### config.mk
export PLATFORM = sky130hd
export DESIGN_NAME = sfr_read_path
export DESIGN_NICKNAME = d
export VERILOG_FILES = /design/src/include/sfr_pkg.sv /design/src/core/sfr_read_path.sv
export VERILOG_INCLUDE_DIRS = /design/src /design/src/include
export SDC_FILE = /design/constraint.sdc
export NUM_CORES = 2
export LEC_CHECK = 0
export ABC_AREA = 0
export BUFFER_PORTS_ARGS = -buffer_cell sky130_fd_sc_hd__buf_2
export CAP_MARGIN = 20
export CORE_UTILIZATION = 35
export CTS_CLUSTER_SIZE = 30
export DETAILED_ROUTE_END_ITERATION = 8
export PLACE_DENSITY_LB_ADDON = 0.15
export SETUP_SLACK_MARGIN = 0.02
export SLEW_MARGIN = 20
export SYNTH_ARGS = -nofsm -noshare
export SYNTH_HDL_FRONTEND = slang
export SYNTH_MEMORY_MAX_BITS = 65536
export SYNTH_SLANG_ARGS = --single-unit
### constraint.sdc
create_clock -name SYS_CLK_I -period 7.69 [get_ports SYS_CLK_I]
set_input_delay 1.538 -clock SYS_CLK_I [delete_from_list [all_inputs] [get_ports SYS_CLK_I]]
set_output_delay 1.538 -clock SYS_CLK_I [all_outputs]
set_load 0.02 [all_outputs]
### src/include/sfr_regs.svh
// Constants of the serial flash read path: opcodes, frame lengths, geometry.
// Assumes it is included by bare name from the design files.
`ifndef SFR_REGS_SVH
`define SFR_REGS_SVH

// Opcodes without their top bit; the top bit picks the timing category.
`define SFR_OPC_CONT 7'h68
`define SFR_OPC_PAGE 7'h52
`define SFR_OPC_BUF1 7'h54
`define SFR_OPC_BUF2 7'h56

// Frame positions as the index of the rising edge that carries the bit.
`define SFR_OPC_LAST 7'h07
`define SFR_ADDR_LAST 7'h1f
`define SFR_HDR_LAST_ARRAY 7'h3f
`define SFR_HDR_LAST_BUF 7'h27

// Geometry.
`define SFR_BYTES_PER_PAGE 9'h108
`define SFR_LAST_BYTE 9'h107
`define SFR_BUF_DEPTH 264

// Field positions inside the 24-bit memory address.
`define SFR_PAGE_MSB 19
`define SFR_PAGE_LSB 9
`define SFR_BYTE_MSB 8
`define SFR_BYTE_LSB 0

`endif

### src/include/sfr_pkg.sv
// Types shared by the serial flash read path.
// Assumes sfr_regs.svh is on the include path.
package sfr_pkg;

  typedef enum logic [1:0] {
    SFR_SRC_CONT = 2'b00,
    SFR_SRC_PAGE = 2'b01,
    SFR_SRC_BUF1 = 2'b10,
    SFR_SRC_BUF2 = 2'b11
  } sfr_src_t;

  typedef enum logic [1:0] {
    SFR_ST_IDLE = 2'b00,
    SFR_ST_CMD = 2'b01,
    SFR_ST_DATA = 2'b10,
    SFR_ST_SKIP = 2'b11
  } sfr_state_t;

  typedef struct packed {
    logic valid;
    sfr_src_t src;
    logic spi_cat;
  } sfr_cmd_t;

  typedef struct packed {
    logic rd;
    logic [10:0] page_addr;
    logic [8:0] byte_in_page_addr;
  } sfr_array_rd_t;

  typedef struct packed {
    logic en;
    logic sel;
    logic [8:0] addr;
    logic [7:0] data;
  } sfr_buf_wr_t;

endpackage

### src/core/sfr_read_path.sv
// Read-command front end of a serial page-organised flash memory.
// Assumes the serial pins come from another clock domain, the main array
// answers one system cycle after its read strobe, and the link clock is
// at least four system cycles per half period.
//
// Behaviour
// Select falling starts frame; 8-bit opcode, address follow.
// Bits load from serial input, one per clock.
// Opcode, address and data move MSB first.
// Array location is page plus byte; buffer byte.
// Continuous read: opcode, 24 address, 32 dummy bits.
// Address: four reserved, eleven page, nine byte bits.
// After dummies one bit per clock, counter advances.
// Page end continues at next page, no delay.
// Array end wraps to first page, no delay.
// Host holds select low for whole read.
// Select rising ends read, output goes high impedance.
// Array reads never touch either data buffer.
// Page read: opcode, 24 address, 32 dummy bits.
// Page read reaches every one of 2048 pages.
// Page read wraps to byte zero, same page.
// Buffer one and two chosen by opcode.
// Buffer read: 15 dummy, 9 address, 8 dummy.
// Buffers hold 264 bytes; address picks first byte.
// Buffer end wraps to buffer's first byte.
// Two timing categories chosen by opcode.
// Opcode top bit set selects SPI category.
// Sample on rising edges, drive on falling.
`timescale 1ns/1ps
`default_nettype none
`include "sfr_regs.svh"

module sfr_read_path
  import sfr_pkg::*;
(
  // Clock and reset.
  input wire logic SYS_CLK_I,
  input wire logic RST_I,
  // Serial link pins.
  input wire logic SELECT_N_I,
  input wire logic SERIAL_CLOCK_I,
  input wire logic SERIAL_IN_I,
  output logic SERIAL_OUT_O,
  output logic SERIAL_OUT_OE_O,
  // Main array read port.
  output sfr_array_rd_t ARRAY_RD_O,
  input wire logic [7:0] ARRAY_DATA_I,
  // Buffer load port.
  input wire sfr_buf_wr_t BUF_WR_I
);

  ////////////////////////////////////////////////////////////////////////////
  // Functions.

  function automatic sfr_cmd_t decode_opcode(input logic [7:0] op);
    sfr_cmd_t c;
    c.valid = 1'b1;
    c.spi_cat = op[7];
    case (op[6:0])
      `SFR_OPC_CONT: c.src = SFR_SRC_CONT;
      `SFR_OPC_PAGE: c.src = SFR_SRC_PAGE;
      `SFR_OPC_BUF1: c.src = SFR_SRC_BUF1;
      `SFR_OPC_BUF2: c.src = SFR_SRC_BUF2;
      default: begin
        c.src = SFR_SRC_CONT;
        c.valid = 1'b0;
      end
    endcase
    return c;
  endfunction

  // Byte addresses past the last byte are folded back into range so that
  // every read stays inside a page or buffer.
  function automatic logic [8:0] fold_byte(input logic [8:0] a);
    if (a >= `SFR_BYTES_PER_PAGE) begin
      return 9'(a - `SFR_BYTES_PER_PAGE);
    end
    return a;
  endfunction

  function automatic logic page_end(input logic [8:0] a);
    return a >= `SFR_LAST_BYTE;
  endfunction

  ////////////////////////////////////////////////////////////////////////////
  // Pin synchronisers and edge detection.

  logic sel_meta_reg, sel_sync_reg, sel_prev_reg;
  logic sclk_meta_reg, sclk_sync_reg, sclk_prev_reg;
  logic si_meta_reg, si_sync_reg;
  logic sclk_rise, sclk_fall;

  // Select resets high so that no false frame start follows reset.
  always_ff @(posedge SYS_CLK_I or posedge RST_I) begin
    if (RST_I) begin
      sel_meta_reg <= 1'b1;
      sel_sync_reg <= 1'b1;
      sel_prev_reg <= 1'b1;
    end else begin
      sel_meta_reg <= SELECT_N_I;
      sel_sync_reg <= sel_meta_reg;
      sel_prev_reg <= sel_sync_reg;
    end
  end

  // The link clock resets to its idle low level to avoid a false edge.
  always_ff @(posedge SYS_CLK_I or posedge RST_I) begin
    if (RST_I) begin
      sclk_meta_reg <= 1'b0;
      sclk_sync_reg <= 1'b0;
      sclk_prev_reg <= 1'b0;
    end else begin
      sclk_meta_reg <= SERIAL_CLOCK_I;
      sclk_sync_reg <= sclk_meta_reg;
      sclk_prev_reg <= sclk_sync_reg;
    end
  end

  // Serial input shares the clock path delay, so its bit lines up with
  // the detected rising edge.
  always_ff @(posedge SYS_CLK_I or posedge RST_I) begin
    if (RST_I) begin
      si_meta_reg <= 1'b0;
      si_sync_reg <= 1'b0;
    end else begin
      si_meta_reg <= SERIAL_IN_I;
      si_sync_reg <= si_meta_reg;
    end
  end


  // Edges only count while the frame is open.
  assign sclk_rise = sclk_sync_reg & ~sclk_prev_reg & ~sel_sync_reg;
  assign sclk_fall = ~sclk_sync_reg & sclk_prev_reg & ~sel_sync_reg;

  ////////////////////////////////////////////////////////////////////////////
  // Frame control: opcode, address, dummies and address counter.

  sfr_state_t state_reg;
  logic [6:0] cnt_reg;
  logic [31:0] shift_reg;
  sfr_cmd_t cmd_reg;
  logic [10:0] page_reg;
  logic [8:0] byte_reg;
  logic fetch_reg;
  logic [2:0] bit_idx_reg;
  logic [7:0] opcode;
  logic [23:0] addr_word;
  logic [6:0] hdr_last;
  logic is_buf;

  assign opcode = {shift_reg[6:0], si_sync_reg};
  assign addr_word = {shift_reg[22:0], si_sync_reg};
  assign is_buf = cmd_reg.src[1];

  // The inactive-polarity category starts output one link clock later.
  always_comb begin
    hdr_last = is_buf ? `SFR_HDR_LAST_BUF : `SFR_HDR_LAST_ARRAY;
    if (!cmd_reg.spi_cat) begin
      hdr_last = 7'(hdr_last + 7'h01);
    end
  end

  always_ff @(posedge SYS_CLK_I or posedge RST_I) begin
    if (RST_I) begin
      state_reg <= SFR_ST_IDLE;
      cnt_reg <= 7'h00;
      shift_reg <= 32'h0000_0000;
      cmd_reg <= '0;
      page_reg <= 11'h000;
      byte_reg <= 9'h000;
      fetch_reg <= 1'b0;
    end else begin
      fetch_reg <= 1'b0;
      if (sel_sync_reg) begin
        state_reg <= SFR_ST_IDLE;
      end else begin
        case (state_reg)
          SFR_ST_IDLE: begin
            // A frame opens only on a seen falling edge of select.
            if (sel_prev_reg) begin
              state_reg <= SFR_ST_CMD;
              cnt_reg <= 7'h00;
              cmd_reg <= '0;
            end
          end
          SFR_ST_CMD: begin
            if (sclk_rise) begin
              shift_reg <= {shift_reg[30:0], si_sync_reg};
              cnt_reg <= 7'(cnt_reg + 7'h01);
              if (cnt_reg == `SFR_OPC_LAST) begin
                cmd_reg <= decode_opcode(opcode);
                if (!decode_opcode(opcode).valid) begin
                  state_reg <= SFR_ST_SKIP;
                end
              end
              if (cnt_reg == `SFR_ADDR_LAST) begin
                fetch_reg <= 1'b1;
                byte_reg <= fold_byte(addr_word[8:0]);
                if (is_buf) begin
                  page_reg <= 11'h000;
                end else begin
                  page_reg <= addr_word[`SFR_PAGE_MSB:`SFR_PAGE_LSB];
                end
              end
              if (cnt_reg == hdr_last) begin
                state_reg <= SFR_ST_DATA;
              end
            end
          end
          SFR_ST_DATA: begin
            // Advance while the last bit of the byte goes out.
            if (sclk_fall && bit_idx_reg == 3'h7) begin
              fetch_reg <= 1'b1;
              if (page_end(byte_reg)) begin
                byte_reg <= 9'h000;
                if (cmd_reg.src == SFR_SRC_CONT) begin
                  // Page 2047 rolls over to page 0.
                  page_reg <= 11'(page_reg + 11'h001);
                end
              end else begin
                byte_reg <= 9'(byte_reg + 9'h001);
              end
            end
          end
          default: begin
            // Unknown opcode: stay silent until select rises.
          end
        endcase
      end
    end
  end

  ////////////////////////////////////////////////////////////////////////////
  // Data sources: main array port and the two buffers.

  logic [7:0] buf1_mem [0:`SFR_BUF_DEPTH-1];
  logic [7:0] buf2_mem [0:`SFR_BUF_DEPTH-1];
  logic [7:0] buf_q_reg;
  logic [7:0] data_byte_reg;
  logic load1_reg, load2_reg;

  // Buffers change only through the load port, never by a read.
  always_ff @(posedge SYS_CLK_I) begin
    if (BUF_WR_I.en && BUF_WR_I.addr < `SFR_BYTES_PER_PAGE) begin
      if (BUF_WR_I.sel) begin
        buf2_mem[BUF_WR_I.addr] <= BUF_WR_I.data;
      end else begin
        buf1_mem[BUF_WR_I.addr] <= BUF_WR_I.data;
      end
    end
  end

  // Fetch pipeline: the byte is taken two cycles after the fetch request.
  always_ff @(posedge SYS_CLK_I or posedge RST_I) begin
    if (RST_I) begin
      load1_reg <= 1'b0;
      load2_reg <= 1'b0;
    end else begin
      load1_reg <= fetch_reg;
      load2_reg <= load1_reg;
    end
  end

  // Array reads go straight to the array port.
  // The address moves only together with the read strobe, so the array
  // sees a steady address between fetches.
  always_ff @(posedge SYS_CLK_I or posedge RST_I) begin
    if (RST_I) begin
      ARRAY_RD_O <= '0;
    end else begin
      ARRAY_RD_O.rd <= fetch_reg & ~is_buf;
      if (fetch_reg && !is_buf) begin
        ARRAY_RD_O.page_addr <= page_reg;
        ARRAY_RD_O.byte_in_page_addr <= byte_reg;
      end
    end
  end

  always_ff @(posedge SYS_CLK_I or posedge RST_I) begin
    if (RST_I) begin
      buf_q_reg <= 8'h00;
    end else if (fetch_reg && is_buf) begin
      buf_q_reg <= (cmd_reg.src == SFR_SRC_BUF2) ?
                   buf2_mem[byte_reg] : buf1_mem[byte_reg];
    end
  end

  always_ff @(posedge SYS_CLK_I or posedge RST_I) begin
    if (RST_I) begin
      data_byte_reg <= 8'h00;
    end else if (load2_reg) begin
      data_byte_reg <= is_buf ? buf_q_reg : ARRAY_DATA_I;
    end
  end

  ////////////////////////////////////////////////////////////////////////////
  // Serial output.

  always_ff @(posedge SYS_CLK_I or posedge RST_I) begin
    if (RST_I) begin
      SERIAL_OUT_O <= 1'b0;
      SERIAL_OUT_OE_O <= 1'b0;
      bit_idx_reg <= 3'h0;
    end else if (sel_sync_reg || state_reg != SFR_ST_DATA) begin
      SERIAL_OUT_O <= 1'b0;
      SERIAL_OUT_OE_O <= 1'b0;
      bit_idx_reg <= 3'h0;
    end else if (sclk_fall) begin
      SERIAL_OUT_O <= data_byte_reg[3'h7 - bit_idx_reg];
      SERIAL_OUT_OE_O <= 1'b1;
      bit_idx_reg <= 3'(bit_idx_reg + 3'h1);
    end
  end

endmodule
`default_nettype wire

======== Word-level counts from Yosys, hierarchy flattened ========
Memory sizes are Yosys's and may differ from the RTL's.
Index checks and enable logic that the tools add are counted.
word-level totals
  bits of input ports ..................... 32
  flip-flop bits (word level) ............. 104
  RAM bits ................................ 4224
  output and inout port bits .............. 23
  memories ................................ 2
  word-level logic and storage cells ...... 152
memory list
  memory    words  width  read ports  clocked after Yosys merged registers in  wr ports  line                  text
  buf1_mem  264    8      1           0                                        1         sfr_read_path.sv:237  logic [7:0] buf1_mem [0:`SFR_BUF_DEPTH-1];
  buf2_mem  264    8      1           0                                        1         sfr_read_path.sv:238  logic [7:0] buf2_mem [0:`SFR_BUF_DEPTH-1];
cells by class
  $lt $le $gt $ge ......................... 4
  eq/ne operators ......................... 23
  add/sub/neg operators ................... 7
  muxes and demuxes ....................... 62
  bitwise operators ....................... 9
  reduce and logical (&&, ||, !) cells .... 19
operator list
  kind                   number
  $mux 11                6
  $mux 9                 6
  $eq 7x7->1 const B     4
  $mux 1                 25
  $pmux 11 s2            1
  $mux 7                 3
  $ge 9x9->1 const B     2
  $pmux 9 s2             1
  $mux 8                 2
  $ne 2x2->1 const B     8
  $mux 3                 5
  $reduce_and 5->1       3
  $pmux 7 s2             1
  $mux 2                 6
  $add 11x1->11 const B  1
  $add 9x1->9 const B    1
  $lt 9x9->1 const B     1
  $sub 9x9->9 const B    1
  $ne 4x4->1 const B     2
  $add 6x1->7 const B    1
  $add 7x1->7 const B    1
  $eq 7x3->1 const B     1
  $eq 7x5->1 const B     1
  $eq 7x7->1             1
  other kinds (25)       40

======== Logic depth before layout (Yosys ltp) ========
  depth in word-level cells ............... 13
  depth in mapped cells ................... 16

======== Worst setup path after synthesis ========
No wires, ideal clock.
  kind .................................... input to register
  start point ............................. in BUF_WR_I[12] (netlist bit)
  end point ............................... mem buf2_mem[103][0] (enable)
  arrival time ............................ 3.587 ns
  slack ................................... 3.733 ns
  stages on the path ...................... 9
  cell sequence ........................... clkbuf_1 > nor4_1 > nand2b_1 > nand2_1 > nand3_1 > nor3b_1 > nand3_1 > clkbuf_1 > nor2_1
between the ends
  cells in the longest elaborated chain, start to end .. 4
RTL lines
  what                          line                  text
  start, declared               sfr_read_path.sv:49   input wire sfr_buf_wr_t BUF_WR_I
  $lt 9x9->1 (no line)          --
  $logic_and 1x1->1 (no line)   --
  $mux 1                        sfr_read_path.sv:245  if (BUF_WR_I.en && BUF_WR_I.addr < `SFR_BYTES_PER_PAGE) begin
  $mux 1 (implied by the code)  sfr_read_path.sv:247  buf2_mem[BUF_WR_I.addr] <= BUF_WR_I.data;
  end, declared                 sfr_read_path.sv:238
Parallel ways exist; a longest one is shown, timed or not.

======== Final worst setup path ========
  start point ............................. reg byte_reg[2]
  end point ............................... reg buf_q_reg[0]
between the ends
  cells in the longest elaborated chain, start to end .. 2
  elaborated cells on any way between the ends .. 3
  those cells by class .................... 1 x mux; 2 x memory
RTL lines
  what                              line                  text
  start, declared                   sfr_read_path.sv:144  logic [8:0] byte_reg;
  start signal, assigned            sfr_read_path.sv:199  byte_reg <= fold_byte(addr_word[8:0]);
  start signal, assigned            sfr_read_path.sv:222  byte_reg <= 9'(byte_reg + 9'h001);
  $mem_v2 264x8 (on tied branches)  --
  $mux 8 (*)                        sfr_read_path.sv:284  buf_q_reg <= (cmd_reg.src == SFR_SRC_BUF2) ?
  end signal, assigned              sfr_read_path.sv:284
  end, declared                     sfr_read_path.sv:239  logic [7:0] buf_q_reg;
Every way passes the cells marked *; elsewhere a longest branch is shown, timed or not.
A chain may end at the register's enable or synchronous reset.

==> out/metrics.csv <==
stage;metric;value;unit
grt;Overflow after GRT;0;
floorplan;Starting Density;0.352;
layout;Area growth syn-to-layout;12.8;%
route;met3 routed WL;46.0;mm
layout;most common cell after layout, fill and taps aside;edfxtp_1;
clock_tree;Root Driver;clkbuf_16;
clock_tree;Max Root-Sink Buffers;4;
worst_setup_path;reg2reg setup slack;2.36;ns
flow_run;max cap viols;0;
floorplan;# rows;256;
floorplan;top-level I/O count;55;
clock_tree;CTS Sinks;4328;
outcome;status;complete, no violations;
floorplan;die height;701;um
yosys;Compound-Gate Fraction of Synth Area;0.0330;
yosys;top cells by area, synth;edfxtp_1 74%, mux4_2 11%, mux2i_1 3.0%, dfrtp_1 1.5%, nor2_1 1.4%;
timing;crit share post-route;0.694;
worst_hold_path;worst hold path type;reg -> reg;
grt;antenna violations before repair;54;
worst_setup_path;Worst Setup Start Kind;flop;
timing;final setup violating endpoints;0;
grt;largest net degree at the start of global routing;130;
route;DR DRC count;0;
route;Iter 0 DRT Violations;11500;
clock_tree;hold buffers post-CTS;0;
yosys;cell taking the most area after synthesis;edfxtp_1;
route;ANT nets after route;0;
clock_tree;Skew-Pair Late Insertion Delay;1.02;ns
grt;Global Route Usage Sum;0.222;
yosys;Post-Syn Instances;8360;
layout;Regs by FF count;buf1_mem (2112), buf2_mem (2112), ARRAY_RD_O (21);
route;metal2 WL;257;mm
floorplan;core outline area;486000;um^2
route;DRT Pass-1 Iters;5;
timing;Peak Freq;188;MHz
power_and_ir_drop;VDD IR max;0.000208;V
worst_setup_path;WP data arrival;6.25;ns
power_and_ir_drop;static leakage;57.4;nW
timing;RSZ-0062 raised after global routing;no;
power_and_ir_drop;Power Density;252;nW/um^2
placement;routability cong.;0.857;
yosys;post-synthesis simple-gate area fraction;0.0291;
yosys;mux share of post-synthesis cell area;0.155;
yosys;Seq/Total Area, Yosys;0.757;
placement;Port Buffers;54;
worst_setup_path;Critical Path RT;8.61;ns
route;Avg Vias per Cell;5.67;
worst_setup_path;CP Capture Type;flop;
worst_setup_path;Crit Path Max Fanout;25;
floorplan;Die Wd;701;um
route;top layer in use;met5;
yosys;synthesized area;171000;um^2
timing;Final WS setup;2.36;ns
layout;final core utilization;0.397;
placement;Final HPWL DP;345;mm
layout;ratio of cells with drive above 1 in the final layout;0.218;
placement;Placement Setup Slack;1.26;ns
floorplan;Die ar.;492000;um^2
grt;first-pass GRT wire length;757;mm
route;per-cell routed wire length;35.9;um
yosys;main flop type after synthesis;edfxtp_1;
timing;Slew @ Worst Pin;1.24;ns
clock_tree;post-CTS sizing;0;
yosys;Mapped Nets;8403;
worst_setup_path;critical setup path kind;reg -> reg;
yosys;Post-synth EDFFs;4224;
clock_tree;CTS Buf Count;445;
clock_tree;TritonCTS clock tree;yes;
worst_setup_path;r2r startpoint;byte_reg[2]$_DFFE_PP0P_;
grt;number of global-route vias before repair;87300;
worst_setup_path;reg2reg path depth;10;
layout;# nets final;8635;
yosys;Synth top area share;0.742;
clock_tree;Setup Buffers After CTS;0;
yosys;Post-synth ARST share;0.0240;
layout;commonest cells after routing, fill and taps aside;4224 x edfxtp_1, 825 x mux4_2, 643 x nor2_1;
timing;Clock Skew;0.0479;ns
worst_hold_path;hold wc startpoint;load1_reg$_DFF_PP0_;
timing;setup_tns;0;ns
yosys;Synth Area in Adders;0.000805;
yosys;XOR/XNOR share of the synthesized area;0.000614;
worst_setup_path;Critical R2R Capture;buf_q_reg[0]$_DFFE_PP0P_;
yosys;Yosys warnings;0;
clock_tree;# H-tree levels;5;
worst_hold_path;Hold Crit Depth;0;
clock_tree;clock-pin slew on the worst setup and hold paths;0.07;ns
timing;Final Max Slew Viols;0;
worst_setup_path;CP Launch Point;byte_reg[2]$_DFFE_PP0P_;
yosys;largest family of logic cells by synthesized area;multiplexers;
worst_hold_path;Worst Hold Endpoint;load2_reg$_DFF_PP0_;
route;via count;87600;
yosys;Yosys reg bits;4328;
yosys;Yosys cell types;83;
timing;Max-slew headroom;0.168;
route;DRT met1 WL;235;mm
timing;Fin. Hold Viols;0;
route;wirelength, routed;555;mm
yosys;Mapped Avg Cell Area;20.5;um^2
timing;crit path time final;5.33;ns
area by class of cell:
class | count | area [um^2]
Fill cell | 43100 | 293000
Sequential cell | 4328 | 129000
Multi-Input combinational cell | 3481 | 37700
Clock buffer | 525 | 11600
Tap cell | 6450 | 8070
Clock inverter | 300 | 3120
Timing Repair Buffer | 309 | 2900
Inverter | 27 | 119
Antenna cell | 24 | 60.1
report_power, final:
part,total (mW),internal [mW],switching (mW)
combinational,0.684,0.0797,0.604
sequential,25.9,25.9,0.0190
clock,22.0,12.5,9.44
total,48.6,38.5,10.1
synth_stat cells, drive strengths merged (13+ instances only):
| cell type | number |
|---|---|
| o22ai | 108 |
| a211oi | 34 |
| o21ai | 115 |
| mux4 | 906 |
| a22o | 13 |
| nand3 | 63 |
| o221ai | 180 |
| nor3 | 81 |
| mux2i | 511 |
| a31oi | 24 |
| nor2 | 654 |
| inv | 25 |
| dfrtp | 101 |
| mux2 | 54 |
| nor2b | 26 |
| nand4 | 25 |
| a21oi | 186 |
| a221oi | 19 |
| buf | 322 |
| a22oi | 38 |
| edfxtp | 4224 |
| nor4 | 15 |
| and2 | 19 |
| clkbuf | 201 |
| nand2 | 228 |
per-layer routing:
layer  global-route usage  up-vias
met3               0.0456      705
li1                     -    35200
met4               0.0630        6
met5                    0        -
met1                0.316    47500
met2                0.345     4127
per-stage QoR:
stage                     std cells  instance area (um^2)  hold slack (ns)  power [mW]
final                         15400                193000            0.353        48.6
after global routing          15400                193000            0.369        49.7
after CTS                     15400                193000            0.356        48.9
after detailed placement      14600                178000            0.342        27.1
after global placement        14600                178000            0.332        27.1
after floorplan                8360                171000            0.331        26.5
critical path: stages (launching register included):
cell	delay [ns]
dfrtp_4	0.80
buf_4	0.41
or2_4	0.50
buf_4	0.46
o22ai_1	0.19
a221oi_1	0.56
nor3_1	0.12
a311o_1	0.35
a211oi_1	0.97
a211oi_1	0.47
a311oi_1	0.34
kinds of logic (layout without fill, tap and decap cells):
| group | after synthesis | in the layout |
|---|---|---|
| multiplexers | 1471 | 1471 |
| other | 0 | 24 |
| flip-flops | 4328 | 4328 |
| AO/OA/AOI/OAI | 819 | 819 |
| XOR/XNOR | 12 | 12 |
| buffers and inverters | 551 | 1161 |
| AND/OR/NAND/NOR | 1168 | 1168 |
| adder cells (fa/ha/maj) | 11 | 11 |
worst max path at each step:
stage	endpoint	slack, ns	depth (start not counted)
finish	buf_q_reg[0]$_DFFE_PP0P_	2.36	10
floorplan	ARRAY_RD_O[0]$_DFFE_PP0P_	3.42	1
CTS	buf2_mem[211][0]$_DFFE_PP_	2.32	9
detailed placement	buf2_mem[211][5]$_DFFE_PP_	1.26	9
global placement	buf2_mem[211][4]$_DFFE_PP_	1.26	9
global route	buf2_mem[197][5]$_DFFE_PP_	2.47	10
Note: power is estimated with default switching activity, not from simulation.
